===== config.mk =====
export PLATFORM = sky130hd
export DESIGN_NAME = hbc_ctrl
export DESIGN_NICKNAME = d
export VERILOG_FILES = /design/src/logic/hbc_pkg.sv /design/src/logic/hbc_pwm.sv /design/src/logic/hbc_ctrl.sv
export VERILOG_INCLUDE_DIRS = /design/src /design/src/logic
export SDC_FILE = /design/constraint.sdc
export NUM_CORES = 1
export LEC_CHECK = 0
export ABC_AREA = 1
export BUFFER_PORTS_ARGS = -buffer_cell sky130_fd_sc_hd__buf_2
export CORE_MARGIN = 1.5
export CORE_UTILIZATION = 37
export CTS_BUF_LIST = sky130_fd_sc_hd__clkbuf_4 sky130_fd_sc_hd__clkbuf_8 sky130_fd_sc_hd__clkbuf_16
export CTS_CLUSTER_SIZE = 40
export DETAILED_ROUTE_END_ITERATION = 10
export PLACE_DENSITY = 0.6
export SKIP_CTS_REPAIR_TIMING = 1
export SLEW_MARGIN = 10
export SYNTH_ARGS = -nofsm -noshare
export SYNTH_HDL_FRONTEND = slang
export SYNTH_SLANG_ARGS = --single-unit

===== constraint.sdc =====
create_clock -name core_clk -period 2.59 [get_ports core_clk]
set_input_delay 0.259 -clock core_clk [delete_from_list [all_inputs] [get_ports core_clk]]
set_output_delay 0.259 -clock core_clk [all_outputs]
set_load 0.03 [all_outputs]

===== src/logic/hbc_regs.svh =====
// hbc_regs.svh: register map, field positions, reset values and timing counts of the bridge controller
// assumes a 250 MHz core clock and 32-bit APB data with word-aligned registers
`ifndef HBC_REGS_SVH
`define HBC_REGS_SVH

// register byte offsets
`define HBC_OFS_CTRL        12'h000
`define HBC_OFS_PERIOD      12'h004
`define HBC_OFS_DUTY        12'h008
`define HBC_OFS_STATUS      12'h00C
`define HBC_OFS_MASK        12'h010
`define HBC_OFS_PINS        12'h014

// control register fields
`define HBC_CTRL_MODE_LSB   0
`define HBC_CTRL_MODE_MSB   1
`define HBC_CTRL_DIR_BIT    2
`define HBC_CTRL_WSTOP_BIT  3
`define HBC_CTRL_RESET      4'h0

// period and duty widths and reset values
`define HBC_CNT_W           16
`define HBC_PERIOD_RESET    16'h03E8
`define HBC_DUTY_RESET      16'h0000

// status and mask bits (status clears by writing one)
`define HBC_EV_W            3
`define HBC_EV_WARN_SET     0
`define HBC_EV_WARN_CLR     1
`define HBC_EV_SETTLED      2

// pins readback fields
`define HBC_PIN_DIR_BIT     0
`define HBC_PIN_BRAKE_BIT   1
`define HBC_PIN_PULSE_BIT   2
`define HBC_PIN_WARN_BIT    3
`define HBC_PIN_BUSY_BIT    4
`define HBC_PIN_SW_LSB      5

// timing
`define HBC_CLK_PERIOD_PS   4000
`define HBC_MIN_PULSE_NS    1000
`define HBC_MIN_GAP_NS      500
`define HBC_MIN_PULSE_CYC   ((`HBC_MIN_PULSE_NS * 1000 + `HBC_CLK_PERIOD_PS - 1) / `HBC_CLK_PERIOD_PS)
`define HBC_MIN_GAP_CYC     ((`HBC_MIN_GAP_NS * 1000 + `HBC_CLK_PERIOD_PS - 1) / `HBC_CLK_PERIOD_PS)
`define HBC_HOLD_W          9

`endif


===== src/logic/hbc_pkg.sv =====
// hbc_pkg: types shared by the bridge controller files
// assumes hbc_regs.svh for numeric constants
package hbc_pkg;

  // drive formats selected by software
  typedef enum logic [1:0] {
    HBC_MODE_OFF,
    HBC_MODE_SIGN_MAG,
    HBC_MODE_ANTI_PHASE,
    HBC_MODE_BRAKE
  } hbc_mode_e;

  // pin sequencer states
  typedef enum logic [0:0] {
    HBC_SEQ_READY,
    HBC_SEQ_HOLD
  } hbc_seq_e;

  // decoded switch set: source 1, sink 1, source 2, sink 2
  typedef logic [3:0] hbc_sw_t;

endpackage


===== src/logic/hbc_pwm.sv =====
// hbc_pwm: free-running duty-cycle generator, level high for duty of every period cycles
// assumes period and duty are stable register values; a period of zero yields a constant low
`timescale 1ns/1ps
`include "hbc_regs.svh"

module hbc_pwm
  import hbc_pkg::*;
(
  // clock and reset
  input  wire logic                  core_clk,
  input  wire logic                  rst,
  // settings
  input  wire logic                  run,
  input  wire logic [`HBC_CNT_W-1:0] period,
  input  wire logic [`HBC_CNT_W-1:0] duty,
  // generated level
  output logic                       level
);

  logic [`HBC_CNT_W-1:0] count;

  // period counter, restarts whenever generation stops
  always_ff @(posedge core_clk or posedge rst) begin
    if (rst) begin
      count <= '0;
    end else if (!run || count >= period - `HBC_CNT_W'(1)) begin
      count <= '0;
    end else begin
      count <= count + `HBC_CNT_W'(1);
    end
  end

  // registered level so the pin path never sees a comparator glitch
  always_ff @(posedge core_clk or posedge rst) begin
    if (rst) begin
      level <= 1'b0;
    end else begin
      level <= run && (period != '0) && (count < duty);
    end
  end

endmodule


===== src/logic/hbc_ctrl.sv =====
// hbc_ctrl: motion controller that drives an H-bridge through its direction, brake and pulse pins
// assumes APB from software, pins synchronous to core_clk, and a pulled-up open-collector warning line
//
// Design decisions made here: the register offsets and the APB register port.

`timescale 1ns/1ps
`include "hbc_regs.svh"

// Behaviour
// with brake low, pulse high selects source 1 and sink 2 for direction high, sink 1 and source 2 for low, and pulse low selects both sources.
// braking is commanded by holding brake and pulse high, direction choosing both sources or both sinks.
// brake high with pulse low turns all four switches off whatever the direction.
// the bridge pulls its warning output low at 145 degrees while its outputs keep running.
// the bridge shuts its outputs off only at 170 degrees, above the warning point.
// each level on direction, brake and pulse is held for at least 1 us.
// no two of the three pins change together, and at least 1 us separates changes on different pins.
// at least 500 ns is left between the end of one pin change and the start of the next.
// locked anti-phase drive puts the duty signal on direction and holds pulse high, 50% meaning no drive.
// sign/magnitude drive puts the sign on direction and the duty signal on pulse, constant low meaning no drive.
// the warning output is open collector so several bridges can share one interrupt line.
// during controller reset brake is high and pulse low so all switches stay off.
module hbc_ctrl
  import hbc_pkg::*;
(
  // clock and reset
  input  wire logic        core_clk,
  input  wire logic        rst,
  // apb slave
  input  wire logic        psel,
  input  wire logic        penable,
  input  wire logic        pwrite,
  input  wire logic [11:0] paddr,
  input  wire logic [31:0] pwdata,
  output logic      [31:0] prdata,
  output logic             pready,
  output logic             pslverr,
  // bridge pins
  output logic             dir_pin,
  output logic             brake_pin,
  output logic             pulse_pin,
  input  wire logic        warn_n,
  // interrupt
  output logic             irq
);

  // one spacing covers both the minimum level time and the conservative gap between changes
  localparam logic [`HBC_HOLD_W-1:0] SEP_CYC =
    `HBC_HOLD_W'((`HBC_MIN_PULSE_CYC > `HBC_MIN_GAP_CYC) ? `HBC_MIN_PULSE_CYC : `HBC_MIN_GAP_CYC);

  // software registers
  hbc_mode_e             mode;
  logic                  dir_cmd;
  logic                  warn_stop;
  logic [`HBC_CNT_W-1:0] period;
  logic [`HBC_CNT_W-1:0] duty;
  logic [`HBC_EV_W-1:0]  status;
  logic [`HBC_EV_W-1:0]  mask;

  // pin sequencing
  hbc_seq_e              seq_state;
  logic [`HBC_HOLD_W-1:0] hold_cnt;
  logic                  gen_level;
  logic                  warn_prev;
  logic                  busy_prev;
  logic                  next_dir;
  logic                  next_brake;
  logic                  next_pulse;
  hbc_mode_e             eff_mode;
  logic                  busy;
  logic                  wr_en;
  logic                  rd_en;
  logic                  addr_ok;
  logic [`HBC_EV_W-1:0]  ev;
  // read path
  logic [31:0]           rd_word;

  // switches that the bridge turns on for a given pin set: {snk2, src2, snk1, src1}
  function automatic hbc_sw_t hbc_decode(input logic d, input logic b, input logic p);
    hbc_sw_t s;
    s = 4'h0;
    if (!b && p) begin
      // forward or reverse drive
      s = d ? 4'h9 : 4'h6;
    end else if (!b) begin
      // both sources on
      s = 4'h5;
    end else if (p) begin
      // brake through sources or sinks
      s = d ? 4'h5 : 4'hA;
    end else begin
      // all switches off
      s = 4'h0;
    end
    return s;
  endfunction

  // apb decode, zero wait states; writes land at the access edge,
  // while a read is captured at the end of its setup cycle so the access cycle shows a registered word
  assign pready  = 1'b1;
  assign wr_en   = psel && penable && pwrite;
  assign rd_en   = psel && !penable && !pwrite;
  assign addr_ok = (paddr == `HBC_OFS_CTRL) || (paddr == `HBC_OFS_PERIOD) || (paddr == `HBC_OFS_DUTY) ||
                   (paddr == `HBC_OFS_STATUS) || (paddr == `HBC_OFS_MASK) || (paddr == `HBC_OFS_PINS);
  assign pslverr = psel && penable && !addr_ok;

  // control register
  always_ff @(posedge core_clk or posedge rst) begin
    if (rst) begin
      mode      <= HBC_MODE_OFF;
      dir_cmd   <= 1'b0;
      warn_stop <= 1'b0;
    end else if (wr_en && paddr == `HBC_OFS_CTRL) begin
      mode      <= hbc_mode_e'(pwdata[`HBC_CTRL_MODE_MSB:`HBC_CTRL_MODE_LSB]);
      dir_cmd   <= pwdata[`HBC_CTRL_DIR_BIT];
      warn_stop <= pwdata[`HBC_CTRL_WSTOP_BIT];
    end
  end

  // period and duty of the generator
  always_ff @(posedge core_clk or posedge rst) begin
    if (rst) begin
      period <= `HBC_PERIOD_RESET;
      duty   <= `HBC_DUTY_RESET;
    end else if (wr_en) begin
      if (paddr == `HBC_OFS_PERIOD) begin
        period <= pwdata[`HBC_CNT_W-1:0];
      end
      if (paddr == `HBC_OFS_DUTY) begin
        duty <= pwdata[`HBC_CNT_W-1:0];
      end
    end
  end

  // interrupt mask
  always_ff @(posedge core_clk or posedge rst) begin
    if (rst) begin
      mask <= '0;
    end else if (wr_en && paddr == `HBC_OFS_MASK) begin
      mask <= pwdata[`HBC_EV_W-1:0];
    end
  end

  // word of the addressed register, zero for holes in the map
  always_comb begin
    rd_word = 32'h0000_0000;
    if (rd_en) begin
      unique case (paddr)
        `HBC_OFS_CTRL: begin
          rd_word[`HBC_CTRL_MODE_MSB:`HBC_CTRL_MODE_LSB] = mode;
          rd_word[`HBC_CTRL_DIR_BIT]                     = dir_cmd;
          rd_word[`HBC_CTRL_WSTOP_BIT]                   = warn_stop;
        end
        `HBC_OFS_PERIOD: rd_word[`HBC_CNT_W-1:0] = period;
        `HBC_OFS_DUTY:   rd_word[`HBC_CNT_W-1:0] = duty;
        `HBC_OFS_STATUS: rd_word[`HBC_EV_W-1:0]  = status;
        `HBC_OFS_MASK:   rd_word[`HBC_EV_W-1:0]  = mask;
        `HBC_OFS_PINS: begin
          rd_word[`HBC_PIN_DIR_BIT]                      = dir_pin;
          rd_word[`HBC_PIN_BRAKE_BIT]                    = brake_pin;
          rd_word[`HBC_PIN_PULSE_BIT]                    = pulse_pin;
          rd_word[`HBC_PIN_WARN_BIT]                     = !warn_n;
          rd_word[`HBC_PIN_BUSY_BIT]                     = busy;
          rd_word[`HBC_PIN_SW_LSB+3:`HBC_PIN_SW_LSB]     = hbc_decode(dir_pin, brake_pin, pulse_pin);
        end
        default: rd_word = 32'h0000_0000;
      endcase
    end
  end

  // registered read word: taken at the end of the setup cycle and standing through the access cycle,
  // zero at every other time; a status event in the access cycle itself shows on the next read
  always_ff @(posedge core_clk or posedge rst) begin
    if (rst) begin
      prdata <= 32'h0000_0000;
    end else if (rd_en) begin
      prdata <= rd_word;
    end else begin
      prdata <= 32'h0000_0000;
    end
  end

  // a warning may force the safe off state; the bridge itself keeps running until its own shutdown,
  // so without warn_stop software alone decides how to react to an overheating bridge
  assign eff_mode = (warn_stop && !warn_n) ? HBC_MODE_OFF : mode;

  // duty generator; stops when its output is not used
  hbc_pwm u_pwm (
    .core_clk (core_clk),
    .rst      (rst),
    .run      ((eff_mode == HBC_MODE_SIGN_MAG) || (eff_mode == HBC_MODE_ANTI_PHASE)),
    .period   (period),
    .duty     (duty),
    .level    (gen_level)
  );

  // target pin levels for the selected drive format
  always_comb begin
    next_dir   = dir_cmd;
    next_brake = 1'b1;
    next_pulse = 1'b0;
    unique case (eff_mode)
      HBC_MODE_OFF: begin
        // brake high, pulse low, all switches off
        next_brake = 1'b1;
        next_pulse = 1'b0;
      end
      HBC_MODE_SIGN_MAG: begin
        // sign on direction, magnitude on pulse
        next_brake = 1'b0;
        next_pulse = gen_level;
      end
      HBC_MODE_ANTI_PHASE: begin
        // duty on direction, pulse held high
        next_dir   = gen_level;
        next_brake = 1'b0;
        next_pulse = 1'b1;
      end
      HBC_MODE_BRAKE: begin
        // brake and pulse both high
        next_brake = 1'b1;
        next_pulse = 1'b1;
      end
    endcase
  end

  // busy while a hold runs or while any pin still differs from its target
  assign busy = (seq_state == HBC_SEQ_HOLD) || (next_dir != dir_pin) ||
                (next_brake != brake_pin) || (next_pulse != pulse_pin);

  // one pin change at a time, then a full hold; brake rises first so a mode change passes safe states,
  // pulses shorter than the hold are stretched or skipped rather than sent too short
  always_ff @(posedge core_clk or posedge rst) begin
    if (rst) begin
      // switches off during reset
      dir_pin   <= 1'b0;
      brake_pin <= 1'b1;
      pulse_pin <= 1'b0;
      seq_state <= HBC_SEQ_READY;
      hold_cnt  <= '0;
    end else begin
      unique case (seq_state)
        HBC_SEQ_READY: begin
          // only one pin changes per step
          if (next_brake && !brake_pin) begin
            brake_pin <= 1'b1;
            seq_state <= HBC_SEQ_HOLD;
          end else if (next_pulse != pulse_pin) begin
            pulse_pin <= next_pulse;
            seq_state <= HBC_SEQ_HOLD;
          end else if (next_dir != dir_pin) begin
            dir_pin   <= next_dir;
            seq_state <= HBC_SEQ_HOLD;
          end else if (next_brake != brake_pin) begin
            brake_pin <= next_brake;
            seq_state <= HBC_SEQ_HOLD;
          end
          hold_cnt <= SEP_CYC - `HBC_HOLD_W'(1);
        end
        HBC_SEQ_HOLD: begin
          // level held a full microsecond
          // spacing covers the conservative gap too
          if (hold_cnt == '0) begin
            seq_state <= HBC_SEQ_READY;
          end else begin
            hold_cnt <= hold_cnt - `HBC_HOLD_W'(1);
          end
        end
      endcase
    end
  end

  // edge history for events
  // history resets to the idle levels so leaving reset raises no false warning or settled event
  always_ff @(posedge core_clk or posedge rst) begin
    if (rst) begin
      warn_prev <= 1'b0;
      busy_prev <= 1'b0;
    end else begin
      warn_prev <= !warn_n;
      busy_prev <= busy;
    end
  end

  // the shared open-collector line is read as a plain active-low input
  always_comb begin
    ev                   = '0;
    ev[`HBC_EV_WARN_SET] = !warn_n && !warn_prev;
    ev[`HBC_EV_WARN_CLR] = warn_n && warn_prev;
    ev[`HBC_EV_SETTLED]  = !busy && busy_prev;
  end

  // sticky status, write one to clear; a new event in the clearing cycle wins
  always_ff @(posedge core_clk or posedge rst) begin
    if (rst) begin
      status <= '0;
    end else if (wr_en && paddr == `HBC_OFS_STATUS) begin
      status <= (status & ~pwdata[`HBC_EV_W-1:0]) | ev;
    end else begin
      status <= status | ev;
    end
  end

  // level interrupt
  assign irq = |(status & mask);

endmodule


==> flow_summary.toml <==
[status]
status = "completed"

[worst_setup_path]
crit_path_start_kind = "flop"
worstPathArrival_ns = 2.81
cp_data_required_time_ns = 2.84
cp-startpoint = "period[1]"
timing.rr.start = "period[1]"
path_class = "reg2reg"
path_max_fanout = 8
rr_worst_depth = 16
reg2reg_slack_ns = 0.03
crit_end = "u_pwm.count[4]"
crit_path_end_kind = "flop"
r2r_end = "u_pwm.count[4]"

[cells_and_area]
nFillCells = 1489
diodes = 0
layout.nets = 892
fin_area_sq_um = 6560
syn_to_final_growth_pct = 18.2
drive_above_1_share = 0.173
final_cell_count_no_fill = 993

[synthesis]
netlist.area_leader.share = 0.374
yosys.area_share.simple = 0.263
yosys-mux-area-fraction = 0
synth_cell_types = 36
ys_warn_count = 0
synth_compound_area_frac = 0.0917
synth.most_common_cell = "nand2_1"
synth-adder-area-share = 0.0856
synthFlopType = "dfrtp_1"
async_reset_ff_frac = 1.00
yosys-top-cells-count = "nand2_1 (154), inv_1 (108), nor2_1 (85)"
seq_area_frac_synth = 0.407
synth.area.top_cells = "dfrtp_1 (37%), nand2_1 (10%), ha_1 (8.6%)"
syn_area_sq_um = 5550
synthCells = 731
postSynthAreaPerCell_sq_um = 7.59
synth-seq-cells = 90
synth_largest_area_cell = "dfrtp_1"
synth_top_family_by_area = "simple AND/OR/NAND/NOR gates"
synth_edf_count = 0
synth_xor_area_frac = 0.0394

[clock_tree]
clock-sinks = 90
cts_tree = "built"
htreeDepth = 3
cts.reportedPaths.clkPinSlew_ns = 0.07
clk_path_buf_depth = 2
clockRootBuffer = "clkbuf_16"
cts_buffers = 9
insertion_delay_ns = 0.35

[sta]
rsz0062_at_grt = "yes"
layout_setup_ws_ns = 0.0303
fin_crit_sh = 0.988
finalSetupViolCount = 0
slew_viol_final = 0
worst_slew_pin_slew_ns = 0.561
skew_ns = 0.0132
hold_violations = 0
fin_crit_ns = 2.56
finalSetupTns_ns = 0
relSlewSlack = 0.625
fmax_mhz = 391

[min_path]
hold_path_class = "in2reg"
whs_path_depth = 2

[global_route]
grt_max_degree = 36
grt_pass1_wl_um = 22400
antenna_found_initial = 0
grt_pass1_vias = 4647
grt_util_all_layers = 0.178
grt_remaining_overflow = 0

[pwr]
leakage_nw = 3.40
powerDensity_nw_per_um2 = 442
ir_worst_vdd_v = 0.000313
total_power_mw = 2.90

[route]
via_per_inst = 4.78
wl_um = 13400
drtIter0Drc = 227
drc = 0
firstDrtPassIters = 4
vias = 4743
ant_nets = 0
routedWlPerCell_um = 13.5

[placed_design]
port-buffer-count = 54
globalplace.congestion = 0.867
hpwl_um = 10300
dpl_cell_area_sq_um = 6070
post-place-ws_ns = -0.0655
place_inst = 972

[die]
dieArea_sq_um = 15700
coreArea_sq_um = 14600
die_w_um = 125
initial_core_util = 0.381
ios = 88
rows = 44
die_y_um = 125

[run]
max-cap-violations = 0
[cells in the final DEF, fill, tap and decap left out, types with 2 or more instances in the layout]
cell type  synthesis  final
a211oi_1           2      2
a21oi_1           40     38
a21oi_2            0      2
a31oi_1            2      2
buf_12             0      2
buf_2             10     54
buf_4             20     20
clkbuf_16          0     10
clkbuf_4           0      2
clkinv_4           0      2
conb_1             2     17
dfrtp_1           83     83
dfstp_2            7      7
ha_1              38     35
ha_4               0      3
inv_1            108    105
inv_2              0      2
nand2_1          154    149
nand2_2            1      5
nand3_1           58     56
nand3_2            1      3
nand3b_1           2      2
nand4_1           14     14
nor2_1            85     74
nor2_2             3     11
nor2_4             1      4
nor3_1            12     10
nor3_2             2      4
o21ai_0           34     34
o21ai_1           15     15
xnor2_1            5      5
xor2_1            20     20
[worst min path at each step]
stage                start           to
floorplan           warn_n    warn_prev
global placement       rst  hold_cnt[7]
detailed placement     rst  hold_cnt[5]
CTS                    rst  hold_cnt[3]
global route        warn_n    status[0]
finish              warn_n    status[0]
[power breakdown]
part	leakage [nW]	internal (mW)	total (mW)	switching, mW
clock network	0.147	0.777	1.35	0.575
registers	1.07	1.41	1.41	0.00133
logic	2.18	0.0326	0.139	0.107
[layout make-up]
cell class	instances	area [sq um]	area share
Clock buffer	11	240	0.0366
Sequential cell	90	2260	0.345
Timing Repair Buffer	78	495	0.0755
Multi-Input combinational cell	516	2860	0.436
Inverter	109	410	0.0626
Clock inverter	5	63.8	0.00973
Tap cell	184	230	0.0351
[stage by stage]
stage / hold WS (ns) / utilization
3_3_place_gp: 0.333 / 0.416
4_1_cts: -0.0352 / 0.437
3_5_place_dp: 0.338 / 0.416
6_report: 0.129 / 0.450
2_1_floorplan: 0.342 / -
5_1_grt: 0.141 / 0.450
[registers in the layout (all words and copies together) (netlist names), 2 cells and up]
| register | count |
|---|---|
| status | 3 |
| duty | 16 |
| mode | 2 |
| period | 16 |
| u_pwm.count | 16 |
| prdata | 16 |
| mask | 3 |
| hold_cnt | 9 |
[cell families (layout without fill, tap and decap cells)]
| logic type | after synthesis | after routing |
|---|---|---|
| fa+ha+maj | 38 | 38 |
| simple gates | 338 | 338 |
| xor+xnor | 25 | 25 |
| buf+inv | 140 | 203 |
| other cells | 2 | 17 |
| flops | 90 | 90 |
| compound gates | 98 | 98 |
[worst max-delay path, cell delays in order, from the launching register on]
cell and delay, ns:
dfrtp_1 0.41, inv_1 0.11, ha_4 0.14, inv_1 0.06
nor2_4 0.11, nand2_4 0.07, nor2_2 0.10, xor2_1 0.18
inv_1 0.08, ha_1 0.27, nand2_1 0.06, nor2_1 0.13
nor3b_2 0.21, nand2_1 0.07, nand4_1 0.21, clkbuf_16 0.20
nor2_1 0.04
[layer usage]
layer	up-vias	wire length, um	GRT usage
met5	-	0	0
met3	14	451	0.0257
met4	0	229	0.0628
met1	2185	6480	0.240
met2	80	6210	0.293
li1	2464	-	-
Note: power is estimated with default switching activity, not from simulation.
